$ cat src/shared/ldc_pkg.sv
// Constants and types for the low-side diagnostic and configuration register bank
package ldc_pkg;

    // ----------------------------------------------------------------
    // Geometry
    // ----------------------------------------------------------------
    localparam int          LDC_STAGES      = 18;
    localparam int          LDC_CODE_W      = 2 * LDC_STAGES;
    localparam int          LDC_SEL_NUM     = 6;
    localparam int          LDC_CMD_BITS    = 8;
    localparam int          LDC_FRAME_BITS  = 16;

    // ----------------------------------------------------------------
    // Reset values and fixed bits
    // ----------------------------------------------------------------
    localparam logic [7:0]  LDC_FAULT_RST   = 8'hff;
    localparam logic [7:0]  LDC_CFG_RST     = 8'hff;
    localparam logic [7:0]  LDC_CFG_FIXED   = 8'h01;
    localparam logic [7:0]  LDC_FILL        = 8'hff;
    localparam logic [2:0]  LDC_FS5_UNUSED  = 3'h7;

    // ----------------------------------------------------------------
    // Field positions
    // ----------------------------------------------------------------
    localparam int          LDC_CFG_SRC_BIT = 1;
    localparam int          LDC_CFG_SEL_LSB = 2;
    localparam int          LDC_FS5_BATT    = 4;

    // ----------------------------------------------------------------
    // Stage fault codes
    // ----------------------------------------------------------------
    localparam logic [1:0]  LDC_CODE_OK     = 2'h3;
    localparam logic [1:0]  LDC_CODE_SCB    = 2'h2;
    localparam logic [1:0]  LDC_CODE_OL     = 2'h1;
    localparam logic [1:0]  LDC_CODE_SCG    = 2'h0;

    // ----------------------------------------------------------------
    // Serial instruction codes
    // ----------------------------------------------------------------
    localparam logic [7:0]  LDC_CMD_RD_FS1  = 8'h01;
    localparam logic [7:0]  LDC_CMD_RD_FS2  = 8'h02;
    localparam logic [7:0]  LDC_CMD_RD_FS3  = 8'h03;
    localparam logic [7:0]  LDC_CMD_RD_FS4  = 8'h04;
    localparam logic [7:0]  LDC_CMD_RD_FS5  = 8'h05;
    localparam logic [7:0]  LDC_CMD_RD_CFG  = 8'h06;
    localparam logic [7:0]  LDC_CMD_WR_CFG  = 8'h07;
    localparam logic [7:0]  LDC_CMD_CLEAR   = 8'h08;

    // ----------------------------------------------------------------
    // Types
    // ----------------------------------------------------------------
    typedef struct packed
    {
        logic csN;
        logic sclk;
        logic mosi;
    } ldc_spi_t;

    typedef enum logic {LDC_ST_IDLE, LDC_ST_FRAME} ldc_state_t;

endpackage

$ cat src/ldc_diag_config_regs.sv
// Fault status and configuration register bank reached over the serial link
`timescale 1ns/1ps

module ldc_diag_config_regs
    import ldc_pkg::*;
(
    input  wire logic                    ref_clk,
    input  wire logic                    srst,
    input  wire logic                    spiCsN,
    input  wire logic                    spiSclk,
    input  wire logic                    spiMosi,
    output logic                         spiMiso,
    output logic                         spiMisoOe,
    input  wire logic [LDC_CODE_W-1:0]   stageFaultCode,
    input  wire logic                    batteryAbove,
    output logic                         controlSourceSelect,
    output logic                         pullupEnable,
    output logic [LDC_SEL_NUM-1:0]       stageShortShutoff,
    output logic [LDC_SEL_NUM-1:0]       filterRestart
);

    // ----------------------------------------------------------------
    // Helpers
    // ----------------------------------------------------------------
    function automatic int selStage(input int idx);
        case (idx)
            0:       selStage = 17;
            1:       selStage = 18;
            2:       selStage = 9;
            3:       selStage = 10;
            4:       selStage = 15;
            default: selStage = 16;
        endcase
    endfunction

    function automatic logic [1:0] stageCode(input logic [LDC_CODE_W-1:0] codes, input int stage);
        stageCode = codes[2*stage-2 +: 2];
    endfunction

    function automatic logic [7:0] readMux(input logic [7:0]            cmdCode,
                                           input logic [LDC_CODE_W-1:0] faults,
                                           input logic                  batt,
                                           input logic [7:0]            cfgVal);
        case (cmdCode)
            LDC_CMD_RD_FS1: readMux = faults[7:0];
            LDC_CMD_RD_FS2: readMux = faults[15:8];
            LDC_CMD_RD_FS3: readMux = faults[23:16];
            LDC_CMD_RD_FS4: readMux = faults[31:24];
            LDC_CMD_RD_FS5: readMux = {LDC_FS5_UNUSED, batt, faults[35:32]};
            LDC_CMD_RD_CFG: readMux = cfgVal;
            default:        readMux = LDC_FILL;
        endcase
    endfunction

    // ----------------------------------------------------------------
    // Input synchronisers
    // ----------------------------------------------------------------
    ldc_spi_t                  spiMeta;
    ldc_spi_t                  spiSync;
    logic                      sclkPrev;
    logic [LDC_CODE_W-1:0]     faultMeta;
    logic [LDC_CODE_W-1:0]     faultSync;
    logic                      battMeta;
    logic                      battSync;

    always_ff @(posedge ref_clk)
    begin
        if (srst)
        begin
            spiMeta   <= '{csN: 1'b1, sclk: 1'b0, mosi: 1'b0};
            spiSync   <= '{csN: 1'b1, sclk: 1'b0, mosi: 1'b0};
            sclkPrev  <= 1'b0;
            faultMeta <= '1;
            faultSync <= '1;
            battMeta  <= 1'b0;
            battSync  <= 1'b0;
        end
        else
        begin
            spiMeta   <= '{csN: spiCsN, sclk: spiSclk, mosi: spiMosi};
            spiSync   <= spiMeta;
            sclkPrev  <= spiSync.sclk;
            faultMeta <= stageFaultCode;
            faultSync <= faultMeta;
            battMeta  <= batteryAbove;
            battSync  <= battMeta;
        end
    end

    logic sclkRise;
    logic sclkFall;

    assign sclkRise = spiSync.sclk & ~sclkPrev;
    assign sclkFall = ~spiSync.sclk & sclkPrev;

    // ----------------------------------------------------------------
    // Frame engine and register state
    // ----------------------------------------------------------------
    ldc_state_t                state;
    ldc_state_t                next_state;
    logic [4:0]                bitCnt;
    logic [4:0]                next_bitCnt;
    logic [7:0]                shiftIn;
    logic [7:0]                next_shiftIn;
    logic [7:0]                txShift;
    logic [7:0]                next_txShift;
    logic [7:0]                cmd;
    logic [7:0]                next_cmd;
    logic [7:0]                cfg;
    logic [7:0]                next_cfg;
    logic [LDC_CODE_W-1:0]     faultReg;
    logic [LDC_CODE_W-1:0]     next_faultReg;
    logic [LDC_SEL_NUM-1:0]    next_shutoff;
    logic [LDC_SEL_NUM-1:0]    next_restart;
    logic [LDC_SEL_NUM-1:0]    scbSel;
    logic [7:0]                rxByte;
    logic                      loadRead;
    logic                      cfgWrite;
    logic                      clearPulse;

    assign rxByte = {shiftIn[6:0], spiSync.mosi};

    always_comb
    begin
        for (int i = 0; i < LDC_SEL_NUM; i++)
        begin
            scbSel[i] = (stageCode(faultSync, selStage(i)) == LDC_CODE_SCB)
                        && cfg[LDC_CFG_SEL_LSB + i];
        end
    end

    always_comb
    begin
        next_state    = state;
        next_bitCnt   = bitCnt;
        next_shiftIn  = shiftIn;
        next_txShift  = txShift;
        next_cmd      = cmd;
        next_cfg      = cfg;
        next_faultReg = faultReg & faultSync;
        next_shutoff  = stageShortShutoff | scbSel;
        next_restart  = '0;
        loadRead      = 1'b0;
        cfgWrite      = 1'b0;
        clearPulse    = 1'b0;
        case (state)
            LDC_ST_IDLE:
            begin
                if (!spiSync.csN)
                begin
                    next_state   = LDC_ST_FRAME;
                    next_bitCnt  = '0;
                    next_txShift = LDC_FILL;
                end
            end
            LDC_ST_FRAME:
            begin
                if (spiSync.csN)
                begin
                    next_state = LDC_ST_IDLE;
                end
                else if (sclkRise && bitCnt < 5'(LDC_FRAME_BITS))
                begin
                    next_shiftIn = rxByte;
                    next_bitCnt  = bitCnt + 5'd1;
                    if (bitCnt == 5'(LDC_CMD_BITS - 1))
                    begin
                        next_cmd     = rxByte;
                        loadRead     = 1'b1;
                        next_txShift = readMux(rxByte, faultReg, battSync, cfg);
                    end
                    if (bitCnt == 5'(LDC_FRAME_BITS - 1))
                    begin
                        cfgWrite   = (cmd == LDC_CMD_WR_CFG);
                        clearPulse = (cmd == LDC_CMD_CLEAR);
                    end
                end
                else if (sclkFall && bitCnt > 5'(LDC_CMD_BITS) && bitCnt < 5'(LDC_FRAME_BITS))
                begin
                    next_txShift = {txShift[6:0], 1'b1};
                end
            end
            default:
            begin
                next_state = LDC_ST_IDLE;
            end
        endcase
        if (cfgWrite)
        begin
            next_cfg = rxByte | LDC_CFG_FIXED;
        end
        if (clearPulse)
        begin
            next_faultReg = faultSync;
            next_restart  = stageShortShutoff;
            next_shutoff  = '0;
        end
    end

    always_ff @(posedge ref_clk)
    begin
        if (srst)
        begin
            state             <= LDC_ST_IDLE;
            bitCnt            <= '0;
            shiftIn           <= '0;
            txShift           <= LDC_FILL;
            cmd               <= '0;
            cfg               <= LDC_CFG_RST;
            faultReg          <= LDC_CODE_W'({5{LDC_FAULT_RST}});
            stageShortShutoff <= '0;
            filterRestart     <= '0;
        end
        else
        begin
            state             <= next_state;
            bitCnt            <= next_bitCnt;
            shiftIn           <= next_shiftIn;
            txShift           <= next_txShift;
            cmd               <= next_cmd;
            cfg               <= next_cfg;
            faultReg          <= next_faultReg;
            stageShortShutoff <= next_shutoff;
            filterRestart     <= next_restart;
        end
    end

    // ----------------------------------------------------------------
    // Outputs
    // ----------------------------------------------------------------
    assign spiMiso             = txShift[7];
    assign spiMisoOe           = (state == LDC_ST_FRAME);
    assign controlSourceSelect = cfg[LDC_CFG_SRC_BIT];
    assign pullupEnable        = cfg[LDC_CFG_SRC_BIT];
endmodule

$ cat config.mk
export PLATFORM = sky130hd
export DESIGN_NAME = ldc_diag_config_regs
export DESIGN_NICKNAME = d
export VERILOG_FILES = /design/src/shared/ldc_pkg.sv /design/src/ldc_diag_config_regs.sv
export SDC_FILE = /design/constraint.sdc
export NUM_CORES = 1
export LEC_CHECK = 0
export BUFFER_PORTS_ARGS = -buffer_cell sky130_fd_sc_hd__buf_4
export CELL_PAD_IN_SITES_DETAIL_PLACEMENT = 1
export CELL_PAD_IN_SITES_GLOBAL_PLACEMENT = 1
export CORE_ASPECT_RATIO = 1.25
export CORE_UTILIZATION = 46
export DETAILED_ROUTE_END_ITERATION = 10
export PLACE_DENSITY = 0.83
export SYNTH_ARGS = -nofsm -noshare
export SYNTH_HDL_FRONTEND = slang
export SYNTH_SLANG_ARGS = --single-unit
$ cat constraint.sdc
create_clock -name ref_clk -period 2.5 [get_ports ref_clk]
set_clock_uncertainty 0.05 [all_clocks]
set_input_delay 0.125 -clock ref_clk [delete_from_list [all_inputs] [get_ports ref_clk]]
set_output_delay 0.125 -clock ref_clk [all_outputs]
set_load 0.05 [all_outputs]
; After elaboration in Yosys (flattened, before gate mapping)
; Cells that the tools add are included.
[word_totals]
register_bits = 165
out_inout_bits = 16
elab_cells = 89
[classes]
add_sub_neg = 1
magnitude_cmp = 2
n_eq_ne = 21
mux = 21
bitwise = 9
reduce_logical = 15
[ops]
columns = cell, count
row1 = 8-bit one-hot mux with 6 select lines, 1
row2 = 8-bit two-way mux, 5
row3 = 36-bit AND, 1
row4 = 36-bit two-way mux, 1
row5 = "8-bit by 3-bit equality test with 1-bit output, second input constant", 4
row6 = "8-bit by 2-bit equality test with 1-bit output, second input constant", 2
row7 = 8-bit one-hot mux with 2 select lines, 1
row8 = 5-bit two-way mux, 3
row9 = "2-bit equality test, second input constant", 6
row10 = 5-bit one-hot mux with 2 select lines, 1
row11 = 1-bit logical AND, 9
row12 = 1-bit two-way mux, 9
row13 = "8-bit by 1-bit equality test with 1-bit output, second input constant", 1
row14 = "8-bit by 4-bit equality test with 1-bit output, second input constant", 1
row15 = 4-bit AND reduction, 2
row16 = 6-bit bitwise OR, 1
row17 = 3-bit AND reduction, 2
row18 = "5-bit by 1-bit adder with 5-bit output, second input constant", 1
row19 = "5-bit by 3-bit equality test with 1-bit output, second input constant", 1
row20 = "5-bit by 4-bit equality test with 1-bit output, second input constant", 1
row21 = "5-bit by 4-bit greater-than comparator with 1-bit output, second input constant", 1
row22 = "5-bit < comparator, second input constant", 1
row23 = 1-bit inverter, 5
row24 = "2-bit != test, second input constant", 2
row25 = other kinds (5), 7

; Depth between registers and ports, before layout
[depth]
depth_word = 8
ltp_mapped = 8
depth_no_buf = 6

; Worst setup path after synthesis
; Ideal clock, no wire load.
[synth_timing]
path_kind = reg-to-reg
start = register state (netlist: spiMisoOe)
end = register cfg[1]
setup_time_ns = 0.120
arrival_time_ns = 1.866
required_time_ns = 2.330
slack_ns = 0.465
path_stages_with_launch = 7
n_path_buf = 2
period_less_slack_ns = 2.035
cell_sequence = dfxtp_1 -> nor2b_1 -> and4_1 -> buf_2 -> buf_2 -> nand2_1 -> a211o_1
[synth_between]
elab_chain_cells = 1
[synth_rtl]
columns = element, line_no
row1 = from (decl), ldc_diag_config_regs.sv:99  ; ldc_state_t state;
row2 = from (signal assigned), ldc_diag_config_regs.sv:216  ; state <= next_state;
row3 = 1-bit two-way mux, ldc_diag_config_regs.sv:146  ; case (state)
row4 = to (signal assigned), ldc_diag_config_regs.sv:221  ; cfg <= next_cfg;
row5 = to (decl), ldc_diag_config_regs.sv:109  ; logic [7:0] cfg;
; No other way between the ends.
; A chain may end at the register's enable or synchronous reset.

; Final worst setup path
[layout_timing]
start = register shiftIn[1]
end = register txShift[4]
[layout_between]
elab_chain_cells = 6
[layout_rtl]
columns = element, line_no
row1 = from (decl), ldc_diag_config_regs.sv:103  ; logic [7:0] shiftIn;
row2 = from (signal assigned), ldc_diag_config_regs.sv:218  ; shiftIn <= next_shiftIn;
row3 = "8-bit by 3-bit equality test with 1-bit output, or another cell as far along", ldc_diag_config_regs.sv:44  ; case (cmdCode)
row4 = 8-bit one-hot mux with 6 select lines (*), ldc_diag_config_regs.sv:44
row5 = 8-bit two-way mux (*), ldc_diag_config_regs.sv:166  ; if (bitCnt == 5'(LDC_CMD_BITS - 1))
row6 = 8-bit two-way mux (*), ldc_diag_config_regs.sv:162  ; else if (sclkRise && bitCnt < 5'(LDC_FRAME_BITS))
row7 = 8-bit two-way mux (*), ldc_diag_config_regs.sv:158  ; if (spiSync.csN)
row8 = 8-bit one-hot mux with 2 select lines (*), ldc_diag_config_regs.sv:146
row9 = to (signal assigned), ldc_diag_config_regs.sv:219  ; txShift <= next_txShift;
row10 = to (decl), ldc_diag_config_regs.sv:105  ; logic [7:0] txShift;
; Every way passes the cells marked *; elsewhere a longest branch is shown, timed or not. The select of a mux whose other input is x is not followed.

==> flow_summary_export.csv <==
group,metric,value,unit
floorplanning,row_count,45,
logic_synthesis,syn_inst,563,
logic_synthesis,yosysUniqueCellTypes,52,
worst_setup_path,startpoint_type,"flop",
logic_synthesis,synth_compound_area_share,18.6,%
logic_synthesis,synth_area_per_cell,10.5,um^2
drt,drc,0,
cells_and_area,drive_gt1_share,27.9,%
drt,ant_nets,0,
floorplanning,core,0.0123,mm^2
worst_setup_path,worstPathArrival,2550,ps
run_status,status,"complete, no violations",
cts,cts.sinks,165,
sta,period_share,92.0,%
worst_setup_path,cp_slowest_stage_delay,780,ps
cells_and_area,layout_commonest_cell,"dfxtp_1",
floorplanning,die_w,103,um
worst_setup_path,r2r_start,"shiftIn[1]",
sta,rsz0062_at_grt,"false",
power,power.density,751,mW/mm^2
logic_synthesis,syn_nets,608,
logic_synthesis,seq_area_frac_synth,56.1,%
placed_design,hpwlAfterDp,9650,um
cells_and_area,final_util,60.0,%
worst_setup_path,crit_type,"reg -> reg",
worst_setup_path,critPathBufInv,1,
floorplanning,initial_core_util,47.7,%
sta,tns,0,ps
worst_hold_path,worstHoldEndpoint,"cmd[2]",
cells_and_area,final_nets,696,
global_route,grt_pass1_wl,25400,um
drt,drtIter0Drc,230,
cts,h-tree-depth,4,
sta,worst_slew_margin_rel,43.1,%
floorplanning,ios,58,
floorplanning,dieArea,0.0133,mm^2
logic_synthesis,synthAdderAreaFrac,0.638,%
logic_synthesis,synthXorXnorAreaFrac,0,%
drt,vias,4483,
logic_synthesis,synth_top_family_by_area,"compound AO/OA/AOI/OAI gates",
cts,numCtsBuffers,17,
global_route,gr-usage-all-layers,25.9,%
sta,layout_setup_ws,201,ps
logic_synthesis,synth_ff_type,"dfxtp_1",
placed_design,gp_congestion,0.827,
drt,wire_per_inst,19.6,um
global_route,grt_pass1_vias,4830,
cts,clockBufferDepth,2,
global_route,grt_start_max_net_pins,92,
cells_and_area,layout_common_cells,"dfxtp_1, or2_2, buf_4",
worst_hold_path,min_delay_path_depth,2,
power,power,5.56,mW
sta,tightest_slew,854,ps
worst_setup_path,rrSetupSlack,200,ps
power,leakage,3.10,nW
power,ir_worst_vdd,0.000522,V
cts,root_buffer,"clkbuf_16",
floorplanning,die_height,128,um
cts,clk_pin_slew,60,ps
worst_setup_path,r2r-end,"txShift[4]",
logic_synthesis,synth_edf_count,0,
worst_setup_path,critPathRequiredTime,2750,ps
placed_design,placement.cell_area,0.00646,mm^2
drt,drt_wl_total,16100,um
sta,setup_violations,0,
cells_and_area,area_growth,25.8,%
logic_synthesis,ys_async_sr_fraction,0,%
worst_hold_path,worstHoldStart,"srst",
logic_synthesis,synth_mux_area_share,3.38,%
sta,max_freq,435,MHz
global_route,grt_antenna_before_repair,0,
worst_setup_path,cp_cell_sequence,"buf_4, or3_1, and4_1, o21ai_0, a221o_1",
worst_setup_path,rr_worst_depth,5,
worst_setup_path,cpMaxStageDelayCell,"dfxtp_1",
drt,viasPerCell,5.44,
worst_setup_path,cp_top_family,"flip-flops",
cts,clk_latency,420,ps
placed_design,port_buffers,57,
cts,postCtsSetupRepairBufs,0,
logic_synthesis,ys_seq_elements,165,
sta,fin_crit,2300,ps
cells_and_area,num_antenna_cells,0,
logic_synthesis,synth_simple_gate_area_share,17.4,%
worst_hold_path,hold_path.class,"in -> reg",
cts,tritoncts,"built",
cells_and_area,final_area,0.00740,mm^2
drt,drt_first_pass_iters,4,
sta,drv_slew,0,
global_route,gr-total-overflow,0,
flow_run,cap_violations,0,
logic_synthesis,synth_area,0.00588,mm^2
worst_setup_path,worst_setup_path_end_kind,"flop",
logic_synthesis,yosys_warnings,0,
worst_setup_path,cp_max_fo,19,
placed_design,place_ws,191,ps
sta,hold_viol_final,0,
## repair_timing
| action | 4_1_cts | 5_1_grt |
|---|---|---|
| endpoints found under the hold margin | 40 | 0 |
| endpoints found under the setup margin | 0 | 3 |
| hold buffers | 40 | 0 |
| resized for setup | 0 | 1 |
## cells in the mapped netlist, drive strengths merged, types with 8 or more instances
cell	count	area (um^2)
a211o	8	70.1
a21o	62	473
a21oi	23	115
a221o	9	90.1
and3	8	50.1
buf	11	62.6
clkbuf	31	116
dfxtp	165	3300
inv	13	48.8
mux2i	12	120
nand2	22	82.6
nor2	13	48.8
nor2b	11	68.8
nor3	9	45.0
nor3b	8	60.1
or2	74	463
## report_power, final
| part | leakage, nW | internal, mW | switching, mW |
|---|---|---|---|
| clock network | 0.256 | 1.40 | 1.03 |
| logic | 1.49 | 0.192 | 0.148 |
| registers | 1.36 | 2.73 | 0.0574 |
| total | 3.10 | 4.33 | 1.23 |
## how the worst max path moves through the flow
| stage | from | slack (ps) | to | cells past startpoint |
|---|---|---|---|---|
| finish | shiftIn[1] | 200 | txShift[4] | 5 |
| global route | shiftIn[1] | 130 | txShift[2] | 5 |
| global placement | shiftIn[1] | 270 | txShift[2] | 5 |
| detailed placement | bitCnt[1] | 190 | cfg[7] | 6 |
| floorplan | spiMisoOe | 460 | cfg[1] | 6 |
| CTS | bitCnt[1] | 120 | cfg[2] | 6 |
## registers in the layout, indices dropped and copies added, names as in the netlist
register and count:
battMeta 1, battSync 1, bitCnt 5, cfg 7, cmd 8, faultMeta 36, faultReg 36, faultSync 36
filterRestart 6, rxByte 1, sclkPrev 1, shiftIn 7, spiMeta 3, spiMisoOe 1, spiSync 2, stageShortShutoff 6
txShift 8
## cells by family after synthesis
family	count (synthesis)
buffers and inverters	55
AOI/OAI and AO/OA	148
muxes	19
DFF	165
adders and majority gates	3
and+or+nand+nor	173
## cell type report
type	count	area (um^2)
timing repair buffer	111	946
inverter	13	48.8
tap	164	205
sequential	165	3300
fill	1295	4930
clock buffer	20	457
clock inverter	8	80.1
multi-input combinational	343	2360
## stage by stage
stage	hold WS (ps)	cells
final	268	824
after global routing	288	824
after CTS	231	824
after detailed placement	263	756
after global placement	259	756
after floorplan	179	563
## metal layers
| metal | routed length [um] | global-route usage [%] | part of all wire (%) |
|---|---|---|---|
| met4 | 310 | 8.20 | 1.9 |
| met2 | 8870 | 49.1 | 55 |
| met5 | 0 | 0 | 0 |
| met1 | 6530 | 28.4 | 40 |
| met3 | 411 | 5.21 | 2.5 |
Power figures use the tool's default switching activity.
